==> src/pkg/stm_regs.vh <==
// Constants for the standard timer block: mode codes, pin function codes and timing.
// Assumes the timer clock is the module clock, so one timer period equals one clk cycle.
`ifndef STM_REGS_VH
`define STM_REGS_VH

// Mode field codes (mode_select_hi, mode_select_lo).
`define STM_MODE_COMPARE 2'h0
`define STM_MODE_CAPTURE 2'h1
`define STM_MODE_PWM 2'h2
`define STM_MODE_COUNTER 2'h3

// Pin function codes in PWM and one-shot modes.
`define STM_PF_FORCE_INACTIVE 2'h0
`define STM_PF_FORCE_ACTIVE 2'h1
`define STM_PF_PWM 2'h2
`define STM_PF_ONE_SHOT 2'h3

// Pin function codes in capture mode.
`define STM_PF_CAP_RISE 2'h0
`define STM_PF_CAP_FALL 2'h1
`define STM_PF_CAP_BOTH 2'h2
`define STM_PF_CAP_OFF 2'h3

// Pin function codes in compare match mode.
`define STM_PF_CMP_NONE 2'h0
`define STM_PF_CMP_LOW 2'h1
`define STM_PF_CMP_HIGH 2'h2
`define STM_PF_CMP_TOGGLE 2'h3

// Widths and reset values.
`define STM_CNT_W 16
`define STM_COMPARE_P_VALUE_W 8
`define STM_CNT_RESET 16'h0000

// Timer clock period in ns and the capture flag delay in half timer periods.
`define STM_TCLK_NS 10
`define STM_CAP_FLAG_DELAY_HALF 1
// Least delay, rounded up to whole cycles; a delay of zero half periods gives zero cycles.
`define STM_CAP_FLAG_DELAY_CYC ((`STM_CAP_FLAG_DELAY_HALF + 1) / 2)

`endif

==> src/core/stm_pin_sync.v <==
// Three-flop synchroniser with agreement filter and edge pulses for one pin.
// Assumes the pin is asynchronous to clk; edges are reported once flops two and three agree.
`timescale 1ns/10ps
`default_nettype none

module stm_pin_sync (
   input wire clk,
   input wire rstn,
   input wire pinIn,
   output reg levelQ,
   output reg riseQ,
   output reg fallQ
);

   reg sync1_q;
   reg sync2_q;
   reg sync3_q;

   always @(posedge clk or negedge rstn) begin
      if (!rstn) begin
         sync1_q <= 1'b0;
         sync2_q <= 1'b0;
         sync3_q <= 1'b0;
         levelQ <= 1'b0;
         riseQ <= 1'b0;
         fallQ <= 1'b0;
      end else begin
         sync1_q <= pinIn;
         sync2_q <= sync1_q;
         sync3_q <= sync2_q;
         // A single-cycle glitch that never reaches agreement is filtered out.
         if (sync2_q == sync3_q) begin
            levelQ <= sync3_q;
         end
         riseQ <= (sync2_q == sync3_q) && sync3_q && !levelQ;
         fallQ <= (sync2_q == sync3_q) && !sync3_q && levelQ;
      end
   end

endmodule // stm_pin_sync

`default_nettype wire

==> src/core/stm_timer.v <==
// 16-bit standard timer core: PWM with duty/period swap, one-shot pulse and input capture.
// Assumes clk is the selected timer clock and that software drives the control ports.
//
// What this block does
// - Swap set: period compare A, duty P*256
// - Forced pin levels keep PWM running internally
// - PWM ignores clear select; period comparator clears
// - One-shot: counter-on rise starts pulse
// - One-shot: trigger pin edge sets counter-on
// - One-shot: A match clears counter-on, flags
// - One-shot: counter zeroed only on rise
// - Capture mode is mode 01, edge selectable
// - Capture: counter starts on counter-on rise
// - Capture edge copies counter into compare A
// - Capture: counter free runs until off
// - Capture: P match zeroes counter, flags
// - Pin function 11 disables capture only
// - Pulses under two clocks may be lost
// - A flag follows capture latch later
// - Capture edge to latch is bounded
// - Capture mode drives no output function
// - PWM: mode 10, pin 10, polarity bits
// - Swap clear: period P*256, duty compare A
// - Counter-on rise restores initial pin level in compare and one-shot modes
`timescale 1ns/10ps
`default_nettype none
`include "stm_regs.vh"

module stm_timer #(
   parameter CNT_W = `STM_CNT_W,
   parameter COMPARE_P_VALUE_W = `STM_COMPARE_P_VALUE_W
) (
   input wire clk,
   input wire rstn,
   input wire modeSelectHi,
   input wire modeSelectLo,
   input wire pinFunctionHi,
   input wire pinFunctionLo,
   input wire outputInitialState,
   input wire outputPolarity,
   input wire counterClearSelect,
   input wire dutyPeriodSwap,
   input wire counterOnWrite,
   input wire counterOnData,
   input wire compareAWrite,
   input wire [CNT_W-1:0] compareAData,
   input wire [COMPARE_P_VALUE_W-1:0] compareP,
   input wire compareAFlagClr,
   input wire comparePFlagClr,
   input wire extClockTriggerPin,
   input wire captureInputPin,
   output reg counterOn_q,
   output reg [CNT_W-1:0] counter_q,
   output reg [CNT_W-1:0] compareAValue_q,
   output reg compareAFlag_q,
   output reg comparePFlag_q,
   output reg timerOut_q
);

   ////////////////////////////////////////////////////////////////////////////////
   // Mode decode and pin synchronisers.

   wire [1:0] mode;
   wire [1:0] pinFunction;
   wire modeCompare;
   wire modeCapture;
   wire modePwmFamily;
   wire modeOneShot;
   wire modePwm;
   wire trigRise;
   wire capRise;
   wire capFall;

   assign mode = {modeSelectHi, modeSelectLo};
   assign pinFunction = {pinFunctionHi, pinFunctionLo};
   assign modeCompare = (mode == `STM_MODE_COMPARE);
   assign modeCapture = (mode == `STM_MODE_CAPTURE);
   assign modePwmFamily = (mode == `STM_MODE_PWM);
   assign modeOneShot = modePwmFamily && (pinFunction == `STM_PF_ONE_SHOT);
   assign modePwm = modePwmFamily && !modeOneShot;

   // Only the trigger's rising edge starts a pulse, so its level and falling edge are left open.
   stm_pin_sync u_trig_sync (
      .clk(clk),
      .rstn(rstn),
      .pinIn(extClockTriggerPin),
      .levelQ(),
      .riseQ(trigRise),
      .fallQ()
   );

   // The filter needs two agreeing samples, so pulses under two clocks may vanish.
   stm_pin_sync u_cap_sync (
      .clk(clk),
      .rstn(rstn),
      .pinIn(captureInputPin),
      .levelQ(),
      .riseQ(capRise),
      .fallQ(capFall)
   );

   ////////////////////////////////////////////////////////////////////////////////
   // Comparators.

   reg onPrev_q;
   wire onRise;
   wire [CNT_W-1:0] cntPlusOne;
   wire [CNT_W-1:0] pPeriodEnd;
   wire aMatch;
   wire aPeriodEnd;
   wire pMatch;
   wire [CNT_W:0] pDuty;
   wire dutyActive;

   assign onRise = counterOn_q && !onPrev_q;
   assign cntPlusOne = counter_q + {{(CNT_W-1){1'b0}}, 1'b1};
   assign pPeriodEnd = {compareP, {(CNT_W-COMPARE_P_VALUE_W){1'b0}}};
   // A zero compare P wraps the sum, so the period becomes the full 65536 counts.
   assign pMatch = counterOn_q && !onRise && (cntPlusOne == pPeriodEnd);
   // No match in the restart cycle, where the counter still shows its stale residual value.
   assign aMatch = counterOn_q && !onRise && (counter_q == compareAValue_q);
   assign aPeriodEnd = counterOn_q && (cntPlusOne == compareAValue_q);
   // Duty from compare P, with zero standing for 65536 clocks.
   assign pDuty = (compareP == {COMPARE_P_VALUE_W{1'b0}}) ? {1'b1, {CNT_W{1'b0}}} : {1'b0, pPeriodEnd};
   assign dutyActive = dutyPeriodSwap ? ({1'b0, counter_q} < pDuty)
                                      : (counter_q < compareAValue_q);

   ////////////////////////////////////////////////////////////////////////////////
   // Capture edge selection.

   reg capEdge;

   always @* begin
      capEdge = 1'b0;
      case (pinFunction)
         `STM_PF_CAP_RISE: begin
            capEdge = capRise;
         end
         `STM_PF_CAP_FALL: begin
            capEdge = capFall;
         end
         `STM_PF_CAP_BOTH: begin
            capEdge = capRise || capFall;
         end
         default: begin
            capEdge = 1'b0;
         end
      endcase
   end

   wire capTake;
   assign capTake = modeCapture && counterOn_q && capEdge;

   ////////////////////////////////////////////////////////////////////////////////
   // Counter-on bit and counter.

   reg counterOn_d;
   reg [CNT_W-1:0] counter_d;
   reg counterClear;

   always @* begin
      counterOn_d = counterOn_q;
      if (counterOnWrite) begin
         counterOn_d = counterOnData;
      end
      if (modeOneShot && trigRise) begin
         counterOn_d = 1'b1;
      end
      // The compare A match ends the pulse even if a trigger lands in the same cycle.
      if (modeOneShot && aMatch) begin
         counterOn_d = 1'b0;
      end
   end

   always @* begin
      counterClear = 1'b0;
      if (modePwm) begin
         counterClear = dutyPeriodSwap ? aPeriodEnd : pMatch;
      end else if (modeCapture) begin
         counterClear = pMatch;
      end else if (modeCompare || (mode == `STM_MODE_COUNTER)) begin
         // Compare and timer modes keep a plain clear here; their finer behaviour is not modelled.
         counterClear = counterClearSelect ? (aMatch && (compareAValue_q != {CNT_W{1'b0}})) : pMatch;
      end
   end

   always @* begin
      counter_d = counter_q;
      if (onRise) begin
         counter_d = `STM_CNT_RESET;
      end else if (counterOn_q) begin
         // Capture mode keeps counting whatever the capture pin does.
         counter_d = counterClear ? `STM_CNT_RESET : cntPlusOne;
      end
   end

   always @(posedge clk or negedge rstn) begin
      if (!rstn) begin
         counterOn_q <= 1'b0;
         onPrev_q <= 1'b0;
         counter_q <= `STM_CNT_RESET;
      end else begin
         counterOn_q <= counterOn_d;
         onPrev_q <= counterOn_q;
         counter_q <= counter_d;
      end
   end

   ////////////////////////////////////////////////////////////////////////////////
   // Compare A register and the delayed capture flag.

   reg [`STM_CAP_FLAG_DELAY_CYC-1:0] capFlagPend_q;
   wire [`STM_CAP_FLAG_DELAY_CYC:0] capFlagShift;
   wire capFlagSet;

   // The flag trails the latch so that the captured value is already in place when it rises.
   assign capFlagShift = {capFlagPend_q, capTake};

   always @(posedge clk or negedge rstn) begin
      if (!rstn) begin
         compareAValue_q <= {CNT_W{1'b0}};
         capFlagPend_q <= {`STM_CAP_FLAG_DELAY_CYC{1'b0}};
      end else begin
         // A capture beats a software write landing in the same cycle.
         if (capTake) begin
            compareAValue_q <= counter_q;
         end else if (compareAWrite) begin
            compareAValue_q <= compareAData;
         end
         capFlagPend_q <= capFlagShift[`STM_CAP_FLAG_DELAY_CYC-1:0];
      end
   end

   assign capFlagSet = capFlagPend_q[`STM_CAP_FLAG_DELAY_CYC-1];

   ////////////////////////////////////////////////////////////////////////////////
   // Interrupt flags; a set in the same cycle as a clear wins.

   reg aFlagSet;
   reg pFlagSet;

   always @* begin
      aFlagSet = 1'b0;
      pFlagSet = 1'b0;
      if (modePwm) begin
         aFlagSet = aMatch;
         pFlagSet = pMatch;
      end else if (modeOneShot) begin
         aFlagSet = aMatch;
      end else if (modeCapture) begin
         aFlagSet = capFlagSet;
         pFlagSet = pMatch;
      end else begin
         aFlagSet = aMatch && (compareAValue_q != {CNT_W{1'b0}});
         pFlagSet = pMatch && !counterClearSelect;
      end
   end

   always @(posedge clk or negedge rstn) begin
      if (!rstn) begin
         compareAFlag_q <= 1'b0;
         comparePFlag_q <= 1'b0;
      end else begin
         compareAFlag_q <= aFlagSet || (compareAFlag_q && !compareAFlagClr);
         comparePFlag_q <= pFlagSet || (comparePFlag_q && !comparePFlagClr);
      end
   end

   ////////////////////////////////////////////////////////////////////////////////
   // Output pin.
   // The level is held before polarity inversion; polarity is applied at the pin flop.

   reg outLevel_q;
   reg outLevel_d;
   reg timerOut_d;

   always @* begin
      outLevel_d = outLevel_q;
      if (onRise) begin
         outLevel_d = outputInitialState;
      end
      if (modePwm) begin
         // Internal generation keeps running whatever the pin function forces.
         outLevel_d = dutyActive ? outputInitialState : !outputInitialState;
      end else if (modeOneShot) begin
         outLevel_d = counterOn_q ? outputInitialState : !outputInitialState;
      end else if (modeCompare && counterOn_q && !onRise && aFlagSet) begin
         case (pinFunction)
            `STM_PF_CMP_LOW: begin
               outLevel_d = 1'b0;
            end
            `STM_PF_CMP_HIGH: begin
               outLevel_d = 1'b1;
            end
            `STM_PF_CMP_TOGGLE: begin
               outLevel_d = !outLevel_q;
            end
            default: begin
               outLevel_d = outLevel_q;
            end
         endcase
      end
   end

   always @* begin
      timerOut_d = 1'b0;
      if (modePwm) begin
         case (pinFunction)
            `STM_PF_FORCE_INACTIVE: begin
               timerOut_d = !outputInitialState ^ outputPolarity;
            end
            `STM_PF_FORCE_ACTIVE: begin
               timerOut_d = outputInitialState ^ outputPolarity;
            end
            default: begin
               timerOut_d = outLevel_d ^ outputPolarity;
            end
         endcase
      end else if (modeOneShot || modeCompare) begin
         timerOut_d = outLevel_d ^ outputPolarity;
      end else begin
         // Capture and timer/counter modes drive no output function.
         timerOut_d = 1'b0;
      end
   end

   always @(posedge clk or negedge rstn) begin
      if (!rstn) begin
         outLevel_q <= 1'b0;
         timerOut_q <= 1'b0;
      end else begin
         outLevel_q <= outLevel_d;
         timerOut_q <= timerOut_d;
      end
   end

endmodule // stm_timer

`default_nettype wire

==> config.mk <==
export PLATFORM = sky130hd
export DESIGN_NAME = stm_timer
export DESIGN_NICKNAME = d
export VERILOG_FILES = /design/src/core/stm_pin_sync.v /design/src/core/stm_timer.v
export VERILOG_INCLUDE_DIRS = /design/src /design/src/pkg
export SDC_FILE = /design/constraint.sdc
export NUM_CORES = 1
export LEC_CHECK = 0
export CAP_MARGIN = 10
export CORE_ASPECT_RATIO = 1.75
export CORE_MARGIN = 1.5
export CORE_UTILIZATION = 55
export DETAILED_ROUTE_END_ITERATION = 10
export DONT_BUFFER_PORTS = 1
export PLACE_DENSITY = 0.72
export SYNTH_ARGS = -nofsm -noshare
export SYNTH_HDL_FRONTEND = slang
export SYNTH_SLANG_ARGS = --single-unit
==> constraint.sdc <==
create_clock -name clk -period 3.7 [get_ports clk]
set_clock_uncertainty 0.15 [all_clocks]
set_input_delay 0.74 -clock clk [delete_from_list [all_inputs] [get_ports clk]]
set_output_delay 0.74 -clock clk [all_outputs]
set_load 0.01 [all_outputs]
; ---- After elaboration in Yosys (flattened, before gate mapping)
; Index checks and enable logic that the tools add are counted.
[totals]
ff_bits = 50
in_bits = 41
output_inout_bits = 36
wordCells = 116
[op_classes]
add_sub_neg = 1
order_cmp = 2
n_eq_ne = 11
muxes = 32
bitwise = 3
n_reduce_logical = 47
[op_table]
columns = op, count
row1 = $mux W16, 5
row2 = $eq A16 B16 Y1, 3
row3 = $logic_and A1 B1 Y1, 24
row4 = $mux W1, 23
row5 = $lt A16 B17 Y1, 1
row6 = $mux W17, 1
row7 = $add A16 B1 Y16 const B, 1
row8 = $lt A16 B16 Y1, 1
row9 = $reduce_bool A16 Y1, 1
row10 = $logic_not A1 Y1, 11
row11 = $eq A2 B2 Y1 const B, 4
row12 = $logic_not A8 Y1, 1
row13 = $pmux W1 S3, 2
row14 = $logic_or A1 B1 Y1, 5
row15 = $eq A2 B1 Y1 const B, 2
row16 = $logic_not A2 Y1, 2
row17 = $reduce_bool A2 Y1, 2
row18 = $reduce_bool A3 Y1, 1
row19 = $xor A1 B1 Y1, 3
row20 = $eq A1 B1 Y1, 2
row21 = $pmux W1 S2, 1

; ---- Logic depth before layout (Yosys ltp)
[logic_depth]
depth_word = 16
depth_mapped = 12

; ---- Hierarchy
; A second synthesis with hierarchy kept.
[hier_totals]
cells_unflattened = 457
area_unflattened_um2 = 3953.8
[modules_own_cells]
columns = mod, n_inst, cells_per_inst, area_each_um2, seq_area_each_um2
row1 = stm_timer, 1, 431, 3533.4, 975.9
row2 = stm_pin_sync, 2, 13, 210.2, 150.1

; ---- Worst setup path before layout
; Ideal clock, no wire load.
[synth_timing]
path_type = in2reg
startpoint = input modeSelectLo
endpoint = register counter_q[0]
arrival_ns = 2.572
t_required_ns = 3.416
setup_slack_ns = 0.844
path_stages = 12
cell_sequence = inv_1 > ha_1 > a21boi_1 > nand4_1 > a211oi_1 > nand4_1 > nor4_1 > nand4_1 > buf_4 > buf_4 > inv_1 > o22ai_1
[synth_via]
elab_chain_cells = 8
word_cells_on_any_way = 14
classes_between = eq/ne: 3 / mux: 6 / reduce/logical: 5
[synth_rtl]
columns = item, line
row1 = from (decl), stm_timer.v:36  ; input wire modeSelectLo,
row2 = $eq A2 B2 Y1 (no line) or $logic_not A2 Y1 (tied branches), n/a
row3 = $logic_or A1 B1 Y1 or $logic_and A1 B1 Y1 (tied branches), "stm_timer.v:181, stm_timer.v:79"
row4 = $mux W1 or $logic_not A1 Y1 (tied branches), "stm_timer.v:181, stm_timer.v:80"
row5 = $mux W1 or $logic_and A1 B1 Y1 (tied branches), "stm_timer.v:179, stm_timer.v:80"
row6 = $mux W1 (*), stm_timer.v:177  ; if (modePwm) begin
row7 = $mux W16 (*), stm_timer.v:193  ; counter_d = counterClear ? `STM_CNT_RESET : cntPlusOne;
row8 = $mux W16 (*), stm_timer.v:191  ; end else if (counterOn_q) begin
row9 = $mux W16 (*), stm_timer.v:189  ; if (onRise) begin
row10 = to (signal assigned), stm_timer.v:201  ; counter_q <= `STM_CNT_RESET;
row11 = to (signal assigned), stm_timer.v:205  ; counter_q <= counter_d;
row12 = to (decl), stm_timer.v:53  ; output reg [CNT_W-1:0] counter_q,
; Every way passes the cells marked *; elsewhere a longest branch is shown, timed or not. The select of a mux whose other input is x is not followed.
; A chain may end at the register's enable or synchronous reset.

; ---- Worst setup path after layout
[layout_timing]
startpoint = register counter_q[13]
endpoint = register timerOut_q
[layout_via]
elab_chain_cells = 13
word_cells_on_any_way = 18
classes_between = order compare: 2 / eq/ne: 1 / mux: 11 / bitwise: 1 / reduce/logical: 3
[layout_rtl]
columns = item, line
row1 = $eq A16 B16 Y1, stm_timer.v:121  ; assign aMatch = counterOn_q && !onRise && (counter_q == compareAValue_q);
row2 = $logic_and A1 B1 Y1, stm_timer.v:121
row3 = $logic_and A1 B1 Y1, stm_timer.v:254  ; aFlagSet = aMatch && (compareAValue_q != {CNT_W{1'b0}});
row4 = $mux W1, stm_timer.v:250  ; end else if (modeCapture) begin
row5 = $mux W1, stm_timer.v:248  ; end else if (modeOneShot) begin
row6 = $mux W1, stm_timer.v:245  ; if (modePwm) begin
row7 = $logic_and A1 B1 Y1, stm_timer.v:287  ; end else if (modeCompare && counterOn_q && !onRise && aFlagSet) begin
row8 = $mux W1, stm_timer.v:287
row9 = $mux W1, stm_timer.v:285  ; end else if (modeOneShot) begin
row10 = $mux W1 (*), stm_timer.v:282  ; if (modePwm) begin
row11 = $xor A1 B1 Y1 (*), "stm_timer.v:316, stm_timer.v:320"
row12 = $pmux W1 S2 or $mux W1 (tied branches), "stm_timer.v:308, stm_timer.v:319"
row13 = $mux W1 (*), stm_timer.v:307  ; if (modePwm) begin
row14 = named net timerOut_d, stm_timer.v:275  ; reg timerOut_d;
row15 = to (signal assigned), stm_timer.v:333  ; timerOut_q <= timerOut_d;
row16 = to (decl), stm_timer.v:57  ; output reg timerOut_q
; Mark *: on every way through the listed nets, which the timed path passes. The rest lies on a longest branch.

==> results.tsv <==
metric	value	unit
Fmax	298	MHz
cell count after placement	551	
port bufs	0	
Synthesis Warnings	0	
Core Util, Final	0.613	
worst min path class	in -> async	
vias in the first global route	3705	
Primary FF master, synth	dfrtp_1	
Chip Height	118	um
global-route wire length before repair	19000	um
top post-synthesis cells by area	dfrtp_1 30%, ha_1 9.3%, xnor2_1 5.9%	
CTS sink count	50	
Worst setup SP type	flop	
largest net degree at the start of global routing	51	
unrepaired setup endpoints after global routing	no	
Syn Inst Count	479	
clk_lat worst skew	300	ps
post-route insts no fill	560	
maximum vdd drop	0.000397	V
CP max FO	8	
initial drt markers	326	
CTS tree	done	
GRT Overall Usage	0.312	
max_cap viols	0	
Vias	3638	
DIE AREA	8150	um^2
initial core utilization	0.574	
fin. max-slew vios	0	
switching pwr	0.000691	W
Final ANT Viol Nets	0	
CTS H-tree depth	2	
initial antenna violation count	0	
Synth async-reset ratio	1.00	
final WL	11800	um
Sequential Power Share	0.427	
die width	68.9	um
syn avg cell area	8.73	um^2
final hold vios	0	
worst hold slack	143	ps
diodes inserted	0	
Mapped Nets	551	
total CTS buffers	5	
CTS Buffer Depth	2	
register area share after synthesis	0.299	
vias per inst	6.50	
Reg area	1250	um^2
pre-CTS WS	246	ps
Slew @ Worst Pin	863	ps
setup slack, reg-to-reg	350	ps
setup tns final	0	ps
core area	7280	um^2
DP HPWL	9030	um
share of cells above drive strength 1	0.0949	
cell taking the most area after synthesis	dfrtp_1	
multi-input logic area	2630	um^2
gr ovfl total	0	
final net count	545	
first-pass iteration count of the detailed router	5	
Syn Std Cell Area	4180	um^2
Static Leak	1.96	nW
Gate power share	0.278	
number of synthesized flops with an enable pin	0	
fillers	656	
root buffer cell	clkbuf_16	
IO Pins	77	
final worst setup slack	346	ps
minimum clock period	3350	ps
total setup buffers inserted after CTS	0	
Synth Register Bits	50	
Arrival @ worst endpoint	3390	ps
WL per Instance	21.1	um
Net Sw Frac	0.372	
number of core rows	41	
synth unique cells	61	
Max transition margin	0.410	
Int Pwr	0.00116	W
Tcrit/Tclk final	0.906	
DRC viols	0	
Worst EP required	3730	ps
Crit Path Category	reg -> reg	
CTS clock-pin slew for the worst setup and hold paths	70	ps
post-synth top area share	0.299	
Critical Path Sink Type	flop	
pwr dens	416	nW/um^2
Clock Power Share	0.295	
status	finished, final reports clean	
GPL Wtd Cong	0.944	
Layout area overhead	6.76	%
Final setup viols	0	
==> cell type report <==
type                       count  area share
multi-input combinational    361       0.590
sequential                    50       0.280
timing repair buffer          19      0.0364
inverter                      36      0.0303
clock buffer                   5      0.0280
tap                           86      0.0241
clock inverter                 3      0.0109
==> metal layers <==
layer	share of wire	wire length [um]	vias to the layer above	track usage
met5	0	0	-	0
met3	0.064	753	50	0.0894
met4	0.057	677	0	0.180
met2	0.52	6170	157	0.520
met1	0.36	4200	1723	0.335
li1	-	-	1708	-
==> cells in the final DEF (no fill, tap or decap), types with 3 or more instances in the layout <==
cell type and instances:
o22ai_1 4, a21oi_1 31, xnor3_1 4, a211oi_1 4
xnor2_1 28, nand4_1 9, and3_1 5, nor4_1 12
nand2_1 45, nor2_1 18, mux2i_1 16, a31oi_1 16
o21ai_0 25, xor2_1 7, nor2b_1 8, buf_4 18
nor4_4 4, nand2b_1 6, nor3b_1 10, nor3_1 22
ha_1 31, dfrtp_1 50, inv_1 36, or3_1 3
nand3_1 8, clkbuf_16 5
==> critical path, stage by stage (launching register included) <==
cell and delay, ps:
dfrtp_1 390, buf_4 180, ha_1 310, a2111oi_0 800, a221oi_1 240, o21ai_0 200, a2bb2oi_1 220, or4_1 510
o211ai_1 130, o2bb2ai_1 100
==> cell families (layout without fill, tap and decap cells) <==
family,count (synthesis),after routing,synth area share
multiplexers,18,18,0.0437
buffers and inverters,68,63,0.0715
AO/OA/AOI/OAI,108,108,0.165
flip-flops,50,50,0.299
adder cells (fa/ha/maj),31,31,0.0928
XOR/XNOR,39,39,0.0949
AND/OR/NAND/NOR,165,165,0.233
==> path summary, 6_finish.rpt <==
| kind | startpoint | endpoint | cells after the start |
|---|---|---|---|
| max | counter_q[13]$_DFFE_PN0P_ | timerOut_q$_DFF_PN0_ | 9 |
| max reg2reg | counter_q[13]$_DFFE_PN0P_ | timerOut_q$_DFF_PN0_ | 9 |
| min in group clk | u_trig_sync.sync1_q$_DFF_PN0_ | u_trig_sync.sync2_q$_DFF_PN0_ | 0 |
| min reg2reg | u_trig_sync.sync1_q$_DFF_PN0_ | u_trig_sync.sync2_q$_DFF_PN0_ | 0 |
| min | rstn | compareAValue_q[5]$_DFFE_PN0P_ | 1 |
| max in group asynchronous | rstn | counter_q[2]$_DFFE_PN0P_ | 1 |
==> power groups by stage <==
stage	combinational [W]	clock [W]	sequential, W
3_5_place_dp	0.000498	0	0.000800
5_1_grt	0.000576	0.000570	0.000804
3_3_place_gp	0.000482	0	0.000798
2_1_floorplan	0.000437	0	0.000720
6_report	0.000516	0.000547	0.000791
4_1_cts	0.000515	0.000554	0.000789
==> Yosys cell counts, drive strengths merged, types with 4 or more instances <==
cell type / n
o21ai: 25
nand4: 11
nand3: 11
xnor3: 4
nor3: 23
nor3b: 10
ha: 31
a211oi: 4
and3: 5
dfrtp: 50
nor2b: 8
or3: 4
mux2i: 16
nand2: 45
xor2: 7
buf: 14
inv: 36
clkbuf: 18
a31oi: 16
a21oi: 31
xnor2: 28
nor4: 16
o22ai: 5
nor2: 19
nand2b: 6
==> timing repair <==
| action | CTS | global route |
|---|---|---|
| endpoints found under the hold margin | 50 | 0 |
| resized for setup | 0 | 0 |
| hold buffers | 1 | 0 |
==> state kept, by name, summed over array words and instances (netlist names) <==
name,count
counter_q,16
comparePFlag_q,1
u_trig_sync.riseQ,1
capFlagPend_q,1
u_cap_sync.riseQ,1
u_cap_sync.levelQ,1
u_trig_sync.sync3_q,1
u_trig_sync.sync2_q,1
u_trig_sync.levelQ,1
u_trig_sync.sync1_q,1
u_cap_sync.sync3_q,1
timerOut_q,1
onPrev_q,1
u_cap_sync.sync1_q,1
compareAValue_q,16
counterOn_q,1
u_cap_sync.fallQ,1
outLevel_q,1
u_cap_sync.sync2_q,1
compareAFlag_q,1
==> per-stage QoR <==
step | total power, W | instance area [um^2]
2_1_floorplan | 0.00116 | 4180
3_3_place_gp | 0.00128 | 4260
3_5_place_dp | 0.00130 | 4260
4_1_cts | 0.00186 | 4460
5_1_grt | 0.00195 | 4460
6_report | 0.00186 | 4460
(Power assumes the default switching activity.)
